$ cat src/core/rmd_pkg.sv
// Shared constants and types for the register move datapath
package rmd_pkg;

  localparam int RMD_WORD = 32;
  localparam int RMD_DWORD = 64;
  localparam logic [7:0] RMD_FP_CC_COUNT = 8'h08;
  localparam logic [2:0] RMD_SELECT_NONE = 3'h0;
  localparam logic [1:0] RMD_FIRST_HIGH_RELEASE = 2'h2;
  localparam logic [31:0] RMD_ZERO_WORD = 32'h00000000;
  localparam logic [63:0] RMD_ACCUM_RESET = 64'h0000000000000000;
  localparam logic [31:0] RMD_HIGH_LSB = 32'h00000020;

  // Operation codes presented by the issue logic
  typedef enum logic [3:0]
  {
    RMD_OP_NONE,
    RMD_OP_READ_SYSTEM_COPROC,
    RMD_OP_READ_FLOAT_WORD,
    RMD_OP_READ_USER_COPROC,
    RMD_OP_READ_FLOAT_HIGH,
    RMD_OP_READ_USER_COPROC_HIGH,
    RMD_OP_READ_ACCUM_UPPER,
    RMD_OP_READ_ACCUM_LOWER,
    RMD_OP_FLOAT_REG_MOVE,
    RMD_OP_MOVE_ON_FP_FALSE,
    RMD_OP_MOVE_ON_NONZERO,
    RMD_OP_UNSIGNED_MULTIPLY_ACCUMULATE
  } rmd_op_e;

  // Float formats for the register move
  typedef enum logic [1:0]
  {
    RMD_FMT_SINGLE,
    RMD_FMT_DOUBLE,
    RMD_FMT_PAIRED_SINGLE,
    RMD_FMT_RESERVED
  } rmd_fmt_e;

endpackage

$ cat src/core/rmd_accum.sv
// Multiply accumulator pair with unsigned multiply-accumulate
`timescale 1ns/100ps
module rmd_accum
  import rmd_pkg::*;
(
  input wire logic clk_sys,
  input wire logic resetn,
  input wire logic accumulate,
  input wire logic [31:0] operandA,
  input wire logic [31:0] operandB,
  output logic [31:0] accumUpper,
  output logic [31:0] accumLower
);

  typedef struct packed
  {
    logic [63:0] accum;
  } rmd_acc_s;

  rmd_acc_s state;
  rmd_acc_s next_state;

  // Unsigned product added to the concatenated pair
  always_comb
  begin
    next_state = state;
    if (accumulate)
    begin
      next_state.accum = state.accum + ({32'h00000000, operandA} * {32'h00000000, operandB});
    end
  end

  always_ff @(posedge clk_sys or negedge resetn)
  begin
    if (!resetn)
    begin
      state <= '{accum: RMD_ACCUM_RESET};
    end
    else
    begin
      state <= next_state;
    end
  end

  assign accumUpper = state.accum[63:32];
  assign accumLower = state.accum[31:0];

  a_acc_update: assert property (@(posedge clk_sys) disable iff (!resetn)
    accumulate |=> {accumUpper, accumLower} == $past({accumUpper, accumLower})
      + {32'h0, $past(operandA)} * {32'h0, $past(operandB)})
    else $error("accumulator sum wrong");
  a_acc_hold: assert property (@(posedge clk_sys) disable iff (!resetn)
    !accumulate |=> $stable({accumUpper, accumLower}))
    else $error("accumulator changed without accumulate");

endmodule // rmd_accum

$ cat src/core/rmd_datapath.sv
// Register move datapath: coprocessor reads, accumulator reads, moves
`timescale 1ns/100ps
module rmd_datapath
  import rmd_pkg::*;
(
  input wire logic clk_sys,
  input wire logic resetn,
  input wire logic issueValid,
  input wire rmd_op_e issueOp,
  input wire rmd_fmt_e floatFormat,
  input wire logic [4:0] targetField,
  input wire logic [4:0] floatSourceField,
  input wire logic [4:0] floatDestField,
  input wire logic [2:0] selectField,
  input wire logic [2:0] fpConditionIndex,
  input wire logic [31:0] sourceValue,
  input wire logic [31:0] testValue,
  input wire logic [31:0] systemCoprocData,
  input wire logic [63:0] floatSourceData,
  input wire logic [63:0] userCoprocData,
  input wire logic [7:0] fpConditionCodes,
  input wire logic fpuEnabled,
  input wire logic fpu64Bit,
  input wire logic floatRegisterModelFlag,
  input wire logic [1:0] archRelease,
  input wire logic pairedSingleSupported,
  output logic [4:0] systemCoprocNumber,
  output logic [2:0] systemCoprocSelect,
  output logic [4:0] floatSourceIndex,
  output logic [4:0] userCoprocIndex,
  output logic gprWriteValid,
  output logic [4:0] gprWriteIndex,
  output logic [31:0] gprWriteData,
  output logic fprWriteValid,
  output logic [4:0] fprWriteIndex,
  output logic [63:0] fprWriteData,
  output logic fpArithFlagWrite,
  output logic coprocUnusable,
  output logic reservedInstruction
);

  typedef struct packed
  {
    logic gprValid;
    logic [4:0] gprIndex;
    logic [31:0] gprData;
    logic fprValid;
    logic [4:0] fprIndex;
    logic [63:0] fprData;
    logic unusable;
    logic reserved;
  } rmd_dp_s;

  rmd_dp_s state;
  rmd_dp_s next_state;
  logic [31:0] accumUpper;
  logic [31:0] accumLower;
  logic accumulate;
  logic fpuOp;
  logic highOp;
  logic condFalse;

  // Register file reads are addressed straight from the issue fields
  assign systemCoprocNumber = floatSourceField;
  assign systemCoprocSelect = selectField;
  assign floatSourceIndex = floatSourceField;
  assign userCoprocIndex = floatSourceField;

  // Decode classes for exception checks, plus the false-condition test and the accumulate strobe
  assign fpuOp = issueOp == RMD_OP_READ_FLOAT_WORD || issueOp == RMD_OP_READ_FLOAT_HIGH
    || issueOp == RMD_OP_FLOAT_REG_MOVE || issueOp == RMD_OP_MOVE_ON_FP_FALSE;
  assign highOp = issueOp == RMD_OP_READ_FLOAT_HIGH || issueOp == RMD_OP_READ_USER_COPROC_HIGH;
  assign condFalse = !fpConditionCodes[fpConditionIndex];
  assign accumulate = issueValid && issueOp == RMD_OP_UNSIGNED_MULTIPLY_ACCUMULATE;

  // Accumulator reads are taken from the committed pair, so a following
  // accumulate cannot disturb a value already captured here
  rmd_accum u_accum
  (
    .clk_sys(clk_sys),
    .resetn(resetn),
    .accumulate(accumulate),
    .operandA(sourceValue),
    .operandB(testValue),
    .accumUpper(accumUpper),
    .accumLower(accumLower)
  );

  // One-cycle result stage: decode, trap, select write data
  always_comb
  begin
    next_state = '0;
    next_state.gprIndex = targetField;
    next_state.fprIndex = floatDestField;
    if (issueValid)
    begin
      if (highOp && archRelease < RMD_FIRST_HIGH_RELEASE)
      begin
        next_state.reserved = 1'b1;
      end
      else if (fpuOp && !fpuEnabled)
      begin
        next_state.unusable = 1'b1;
      end
      else if (issueOp == RMD_OP_FLOAT_REG_MOVE && (floatFormat == RMD_FMT_RESERVED
        || (floatFormat == RMD_FMT_PAIRED_SINGLE && !pairedSingleSupported)))
      begin
        next_state.reserved = 1'b1;
      end
      else
      begin
        case (issueOp)
          RMD_OP_READ_SYSTEM_COPROC:
          begin
            // Unknown number/select pairs return whatever the bank drives
            next_state.gprValid = 1'b1;
            next_state.gprData = systemCoprocData;
          end
          RMD_OP_READ_FLOAT_WORD:
          begin
            next_state.gprValid = 1'b1;
            next_state.gprData = floatSourceData[31:0];
          end
          RMD_OP_READ_USER_COPROC:
          begin
            next_state.gprValid = 1'b1;
            next_state.gprData = userCoprocData[31:0];
          end
          RMD_OP_READ_FLOAT_HIGH:
          begin
            next_state.gprValid = 1'b1;
            next_state.gprData = floatSourceData[63:32];
          end
          RMD_OP_READ_USER_COPROC_HIGH:
          begin
            next_state.gprValid = 1'b1;
            next_state.gprData = userCoprocData[63:32];
          end
          RMD_OP_READ_ACCUM_UPPER:
          begin
            next_state.gprValid = 1'b1;
            next_state.gprData = accumUpper;
          end
          RMD_OP_READ_ACCUM_LOWER:
          begin
            next_state.gprValid = 1'b1;
            next_state.gprData = accumLower;
          end
          RMD_OP_FLOAT_REG_MOVE:
          begin
            // Whole 64 bits moved raw; a paired move outside the 64-bit,
            // flag-set model still copies but the result is not defined
            next_state.fprValid = 1'b1;
            next_state.fprData = floatSourceData;
          end
          RMD_OP_MOVE_ON_FP_FALSE:
          begin
            next_state.gprValid = condFalse;
            next_state.gprData = sourceValue;
          end
          RMD_OP_MOVE_ON_NONZERO:
          begin
            next_state.gprValid = testValue != RMD_ZERO_WORD;
            next_state.gprData = sourceValue;
          end
          default:
          begin
            next_state.gprValid = 1'b0;
          end
        endcase
      end
    end
  end

  always_ff @(posedge clk_sys or negedge resetn)
  begin
    if (!resetn)
    begin
      state <= '0;
    end
    else
    begin
      state <= next_state;
    end
  end

  assign gprWriteValid = state.gprValid;
  assign gprWriteIndex = state.gprIndex;
  assign gprWriteData = state.gprData;
  assign fprWriteValid = state.fprValid;
  assign fprWriteIndex = state.fprIndex;
  assign fprWriteData = state.fprData;
  assign coprocUnusable = state.unusable;
  assign reservedInstruction = state.reserved;
  // Moves never touch the arithmetic cause or flag bits
  assign fpArithFlagWrite = 1'b0;

  a_sys_read: assert property (@(posedge clk_sys) disable iff (!resetn)
    issueValid && issueOp == RMD_OP_READ_SYSTEM_COPROC |=> gprWriteValid
      && gprWriteData == $past(systemCoprocData))
    else $error("system coprocessor read wrong");
  a_sys_target: assert property (@(posedge clk_sys) disable iff (!resetn)
    issueValid && issueOp == RMD_OP_READ_SYSTEM_COPROC |=>
      gprWriteIndex == $past(targetField))
    else $error("system coprocessor read wrong target");
  a_float_word: assert property (@(posedge clk_sys) disable iff (!resetn)
    issueValid && issueOp == RMD_OP_READ_FLOAT_WORD && fpuEnabled |=>
      gprWriteData == $past(floatSourceData[31:0]))
    else $error("float word read wrong");
  a_fpu_unusable: assert property (@(posedge clk_sys) disable iff (!resetn)
    issueValid && fpuOp && !fpuEnabled && !highOp |=> coprocUnusable && !gprWriteValid
      && !fprWriteValid)
    else $error("disabled fpu did not trap");
  a_float_reserved: assert property (@(posedge clk_sys) disable iff (!resetn)
    issueValid && issueOp == RMD_OP_FLOAT_REG_MOVE && fpuEnabled
      && floatFormat == RMD_FMT_RESERVED |=> reservedInstruction && !fprWriteValid)
    else $error("reserved float format not trapped");
  a_user_read: assert property (@(posedge clk_sys) disable iff (!resetn)
    issueValid && issueOp == RMD_OP_READ_USER_COPROC |=>
      gprWriteData == $past(userCoprocData[31:0]))
    else $error("user coprocessor read wrong");
  a_float_high: assert property (@(posedge clk_sys) disable iff (!resetn)
    issueValid && issueOp == RMD_OP_READ_FLOAT_HIGH && fpuEnabled
      && archRelease >= RMD_FIRST_HIGH_RELEASE |=>
      gprWriteValid && gprWriteData == $past(floatSourceData[63:32]))
    else $error("float high read wrong");
  a_old_release: assert property (@(posedge clk_sys) disable iff (!resetn)
    issueValid && highOp && archRelease < RMD_FIRST_HIGH_RELEASE |=>
      reservedInstruction && !gprWriteValid)
    else $error("high read not reserved");
  a_user_high: assert property (@(posedge clk_sys) disable iff (!resetn)
    issueValid && issueOp == RMD_OP_READ_USER_COPROC_HIGH
      && archRelease >= RMD_FIRST_HIGH_RELEASE |=>
      gprWriteData == $past(userCoprocData[63:32]))
    else $error("user high read wrong");
  a_accum_read: assert property (@(posedge clk_sys) disable iff (!resetn)
    issueValid && issueOp == RMD_OP_READ_ACCUM_UPPER |=> gprWriteData == $past(accumUpper)
      && !coprocUnusable && !reservedInstruction)
    else $error("accumulator read wrong");
  a_accum_lower: assert property (@(posedge clk_sys) disable iff (!resetn)
    issueValid && issueOp == RMD_OP_READ_ACCUM_LOWER |=> gprWriteValid
      && gprWriteData == $past(accumLower) && !coprocUnusable && !reservedInstruction)
    else $error("accumulator lower read wrong");
  a_float_move: assert property (@(posedge clk_sys) disable iff (!resetn)
    issueValid && issueOp == RMD_OP_FLOAT_REG_MOVE && fpuEnabled
      && floatFormat != RMD_FMT_RESERVED && floatFormat != RMD_FMT_PAIRED_SINGLE |=>
      fprWriteValid && fprWriteData == $past(floatSourceData)
      && fprWriteIndex == $past(floatDestField))
    else $error("float move wrong");
  // Only the 64-bit, flag-set model promises a defined paired result
  a_paired_move: assert property (@(posedge clk_sys) disable iff (!resetn)
    issueValid && issueOp == RMD_OP_FLOAT_REG_MOVE && fpuEnabled && fpu64Bit
      && floatRegisterModelFlag && floatFormat == RMD_FMT_PAIRED_SINGLE
      && pairedSingleSupported |=> fprWriteValid
      && fprWriteData == $past(floatSourceData))
    else $error("paired move did not copy both halves");
  a_no_flags: assert property (@(posedge clk_sys) disable iff (!resetn)
    !fpArithFlagWrite)
    else $error("move touched fp flags");
  a_fp_false: assert property (@(posedge clk_sys) disable iff (!resetn)
    issueValid && issueOp == RMD_OP_MOVE_ON_FP_FALSE && fpuEnabled |=>
      gprWriteValid == !$past(fpConditionCodes[fpConditionIndex]))
    else $error("fp false move wrong");
  a_nonzero: assert property (@(posedge clk_sys) disable iff (!resetn)
    issueValid && issueOp == RMD_OP_MOVE_ON_NONZERO |=>
      gprWriteValid == ($past(testValue) != 32'h0) && !coprocUnusable)
    else $error("nonzero move wrong");
  a_move_data: assert property (@(posedge clk_sys) disable iff (!resetn)
    issueValid && (issueOp == RMD_OP_MOVE_ON_NONZERO
      || issueOp == RMD_OP_MOVE_ON_FP_FALSE && fpuEnabled) |=>
      gprWriteData == $past(sourceValue))
    else $error("conditional move data wrong");

  c_fp_false_taken: cover property (@(posedge clk_sys) disable iff (!resetn)
    issueValid && issueOp == RMD_OP_MOVE_ON_FP_FALSE && fpuEnabled ##1 gprWriteValid);
  c_nonzero_skipped: cover property (@(posedge clk_sys) disable iff (!resetn)
    issueValid && issueOp == RMD_OP_MOVE_ON_NONZERO && testValue == 32'h0);
  c_accum_then_read: cover property (@(posedge clk_sys) disable iff (!resetn)
    accumulate ##1 issueValid && issueOp == RMD_OP_READ_ACCUM_LOWER);
  c_unusable: cover property (@(posedge clk_sys) disable iff (!resetn) coprocUnusable);
  c_paired_move: cover property (@(posedge clk_sys) disable iff (!resetn)
    issueValid && issueOp == RMD_OP_FLOAT_REG_MOVE && floatFormat == RMD_FMT_PAIRED_SINGLE);

endmodule // rmd_datapath

$ cat config.mk
export PLATFORM = sky130hd
export DESIGN_NAME = rmd_datapath
export DESIGN_NICKNAME = d
export VERILOG_FILES = /design/src/core/rmd_pkg.sv /design/src/core/rmd_accum.sv /design/src/core/rmd_datapath.sv
export SDC_FILE = /design/constraint.sdc
export NUM_CORES = 2
export LEC_CHECK = 0
export BUFFER_PORTS_ARGS = -buffer_cell sky130_fd_sc_hd__clkbuf_2
export CAP_MARGIN = 20
export CORE_ASPECT_RATIO = 1.75
export CORE_UTILIZATION = 39
export CTS_BUF_LIST = sky130_fd_sc_hd__clkbuf_16
export CTS_CLUSTER_SIZE = 25
export DETAILED_ROUTE_END_ITERATION = 10
export HOLD_SLACK_MARGIN = 0.08
export MAX_ROUTING_LAYER = met4
export PLACE_DENSITY = 0.67
export RECOVER_POWER = 100
export SLEW_MARGIN = 20
export SYNTH_ARGS = -nofsm -noshare
export SYNTH_HDL_FRONTEND = slang
export SYNTH_SLANG_ARGS = --single-unit
$ cat constraint.sdc
create_clock -name clk_sys -period 9.1 [get_ports clk_sys]
set_clock_uncertainty 0.15 [all_clocks]
set_input_delay 0.91 -clock clk_sys [delete_from_list [all_inputs] [get_ports clk_sys]]
set_output_delay 0.91 -clock clk_sys [all_outputs]
set_load 0.01 [all_outputs]
==> impl_summary.md <==
Routing
The number of routed nets with antenna violations is 0. Before antenna repair, the detailed router went through 6 iterations. The detailed router finished its first iteration with 2111 violations. The met1 wire length is 46600 um. For this block, the via count after detailed routing is 33900. The number of vias per cell is between 5 and 6. The routed length per instance is ~23 um.

The sum of routed wire length over all layers is 145000 um. The sum of met2 wire segment lengths after detailed routing is 76100 um. The top metal layer carrying routed signals is met4. After detailed routing, the number of remaining DRC violations is 0. The total met3 wirelength after detailed routing is 7180 um.

Floorplanning
From left edge to right edge, the die measures 251 um. After floorplanning, the core was sized to cover between 100000 and 150000 sq um. For this configuration, the core starts out at a cell density of 39.4%. The vertical die dimension is 438 um. In this run the core area contains between 150 and 200 standard-cell rows. The overall die area is 110000 sq um.

The boundary pin count is 397.

Clock network
The clock transition at the register clock pins on the worst setup and hold paths after CTS is 70 ps. TritonCTS built the clock tree. In this run the post-CTS setup repair buffer count came out at 0. The root buffer cell chosen for the clock tree is clkbuf_16. The clock passes through at most 2 buffers. The number of CTS-inserted buffers is 17.

Buffers inserted to repair hold after CTS numbered 0. The depth of the CTS H-tree is 4. At the later pin of the worst-skew pair, clock insertion delay measures 470 ps.

In this run, post-CTS repair resized a total of 0 instances. The tree built by TritonCTS fans out to between 150 and 200 sinks.

Global route
The pin count of the biggest net entering global routing is 97. The via count of the first global-routing pass is approximately 37000. The number of antenna violations at the first check in global routing was 12. For this run the aggregate overflow at the end of global routing stands at 0. The global-route usage over all layers is 28.0%. The first-pass GRT wire length is 221000 um.

STA
The number of pins exceeding their max-slew limit in the final report came to 199. The final setup violation count is 0. The normalized max-slew margin is -166%. The setup TNS is 0 ps.

The maximum clock frequency is between 100 and 150 MHz. In the finished design, the share of the clock period the worst path needs comes to 93.1%. For the finished layout, the period the worst path requires is 8470 ps. The hold violation count in the final report came to 0. Setup repair after global routing left no endpoint under its margin. The slew at the pin closest to its max-slew limit is 3990 ps.

Outcome
The final reports fail on max-capacitance violations, max-slew violations. The flow ran to the end, but the final reports show violations.

Layout
The most common cell after layout, fill and taps aside is inv_1. After the last flow step, the layout net total stands at 6372. The area added between synthesis and finish is 9.53%. In the layout the commonest cells are inv_1 (1044), fa_1 (959), nand2_1 (711), and2_1 (491), clkbuf_2 (256). The share of layout cells above drive strength 1 is under 10%.

Place
The sum of net half-perimeters after detailed placement is 125000 um. Routability-driven placement finished with a final weighted congestion of 0.985. The number of buffer cells added on primary ports is 366.

Synth
The mapped netlist covers 42400 sq um. After synthesis, flip-flops and latches occupy 10.3% of the total area. Sorting the synthesized cells by area gives the leading types as fa_1 (45%), dfrtp_1 (10%), inv_1 (9.2%). In the synthesized netlist the dominant register cell turns out to be dfrtp_1.

The flip-flop and latch count after synthesis is between 150 and 200. After synthesis, the largest area contributor takes up between 40 and 50% of total cell area. The share of synthesized flip-flops with an asynchronous set or reset is 100%.

When the netlist entered floorplanning its net count stood at 6135. The post-synthesis area per instance is 9.09 sq um. Of all cell types, the one taking the most synthesized area is fa_1. The count of different cell masters after synthesis is 73. The gate count of the mapped netlist is roughly 4700.

In this run, synthesis inferred 0 flip-flops with an integrated enable. The Yosys step of the flow raised 0 warnings.

Setup path
In this run the critical register-to-register path is launched from u_accum.state[18]$_DFFE_PN0P_. The maximum fanout along the worst path is 20. The type of element launching the critical path is a primary input. In this run the register-to-register setup slack is 1320 ps. The most critical setup path has its startpoint at sourceValue[16]. The number of cells on the worst reg-to-reg path is 24. For the worst setup path, the data required time is 9350 ps.

The worst setup path endpoint is u_accum.state[61]$_DFFE_PN0P_. The endpoint identified for the worst register-to-register timing path is u_accum.state[61]$_DFFE_PN0P_. STA classifies the critical path endpoint as a register. The category of the most critical setup path is in -> reg. Data on the critical path arrives at its endpoint at 8720 ps.

Run
The count of max-cap constraint violations is 4.

Hold path
The min-delay analysis places its worst path in the category reg -> reg.
Yosys cell counts (all sizes together) (25+ instances only):
cell type	n
a21o	39
a21oi	91
a221oi	25
a22oi	67
and2	535
buf	34
clkbuf	255
dfrtp	174
fa	959
ha	243
inv	1044
nand2	711
nand3	30
nand4	26
nor2	74
o21ai	87
xnor2	34
worst min-delay path by stage:
| stage | startpoint | end | slack [ps] | depth (start not counted) |
|---|---|---|---|---|
| 5_1_grt | u_accum.state[58]$_DFFE_PN0P_ | u_accum.state[58]$_DFFE_PN0P_ | 350 | 2 |
| 6_report | u_accum.state[58]$_DFFE_PN0P_ | u_accum.state[58]$_DFFE_PN0P_ | 340 | 2 |
| 4_1_cts | resetn | fprWriteData[4]$_DFF_PN0_ | 270 | 1 |
| 3_5_place_dp | u_accum.state[58]$_DFFE_PN0P_ | u_accum.state[58]$_DFFE_PN0P_ | 330 | 2 |
| 2_1_floorplan | u_accum.state[59]$_DFFE_PN0P_ | u_accum.state[59]$_DFFE_PN0P_ | 300 | 2 |
| 3_3_place_gp | u_accum.state[46]$_DFFE_PN0P_ | u_accum.state[46]$_DFFE_PN0P_ | 310 | 2 |
final cells by class:
| type | count | area, sq um |
|---|---|---|
| Clock buffer | 17 | 425 |
| Sequential cell | 174 | 4350 |
| Timing Repair Buffer | 507 | 2780 |
| Antenna cell | 12 | 30.0 |
| Fill cell | 10700 | 61200 |
| Multi-Input combinational cell | 3158 | 33000 |
| Clock inverter | 15 | 149 |
| Tap cell | 1449 | 1810 |
| Inverter | 1044 | 3920 |
per-stage QoR:
stage	utilization [%]	setup slack (ps)	std cells	hold WS, ps	instance area (sq um)
2_1_floorplan	-	1140	4665	299	42400
3_3_place_gp	42.8	293	6331	314	46100
3_5_place_dp	42.8	213	6331	329	46100
4_1_cts	43.3	684	6363	269	46600
5_1_grt	43.2	340	6374	351	46500
6_report	43.2	625	6376	342	46500
metal layers:
metal / vias up / GRT usage [%]
li1: 14300 / -
met1: 17500 / 27.4
met2: 1492 / 49.2
met3: 586 / 2.89
met4: 0 / 24.2
met5: - / -
sequential cells by signal, indices dropped and copies added, names as in the netlist:
name,cells
coprocUnusable,1
fprWriteData,64
fprWriteIndex,5
gprWriteData,32
gprWriteIndex,5
u_accum.state,64
fprWriteValid,1
reservedInstruction,1
gprWriteValid,1
critical path, cell delays in order:
cell	delay, ps
clkbuf_2	510
buf_4	330
nand2_1	100
fa_1	500
fa_1	550
inv_1	50
fa_1	480
fa_1	610
fa_1	470
fa_1	470
fa_1	630
fa_1	470
ha_1	410
nand2_1	110
nor2_2	180
nand4_1	160
o22ai_1	230
a21oi_1	130
o41a_1	430
o31a_1	390
or4_1	480
nand3_1	100
cells by family (layout without fill, tap and decap cells):
kind of cell | after synthesis | in the layout | share of synthesized area (%)
simple gates | 1457 | 1457 | 16.8
compound gates | 416 | 416 | 6.64
mux | 27 | 27 | 0.737
buf+inv | 1333 | 1583 | 12.0
xor+xnor | 55 | 55 | 1.14
other cells | 1 | 13 | 0.00884
flops | 174 | 174 | 10.3
fa+ha+maj | 1202 | 1202 | 52.4
Power is left out: the tool's default activity adds up to more than one toggle a clock period on the data nets, which glitch-free logic cannot reach.
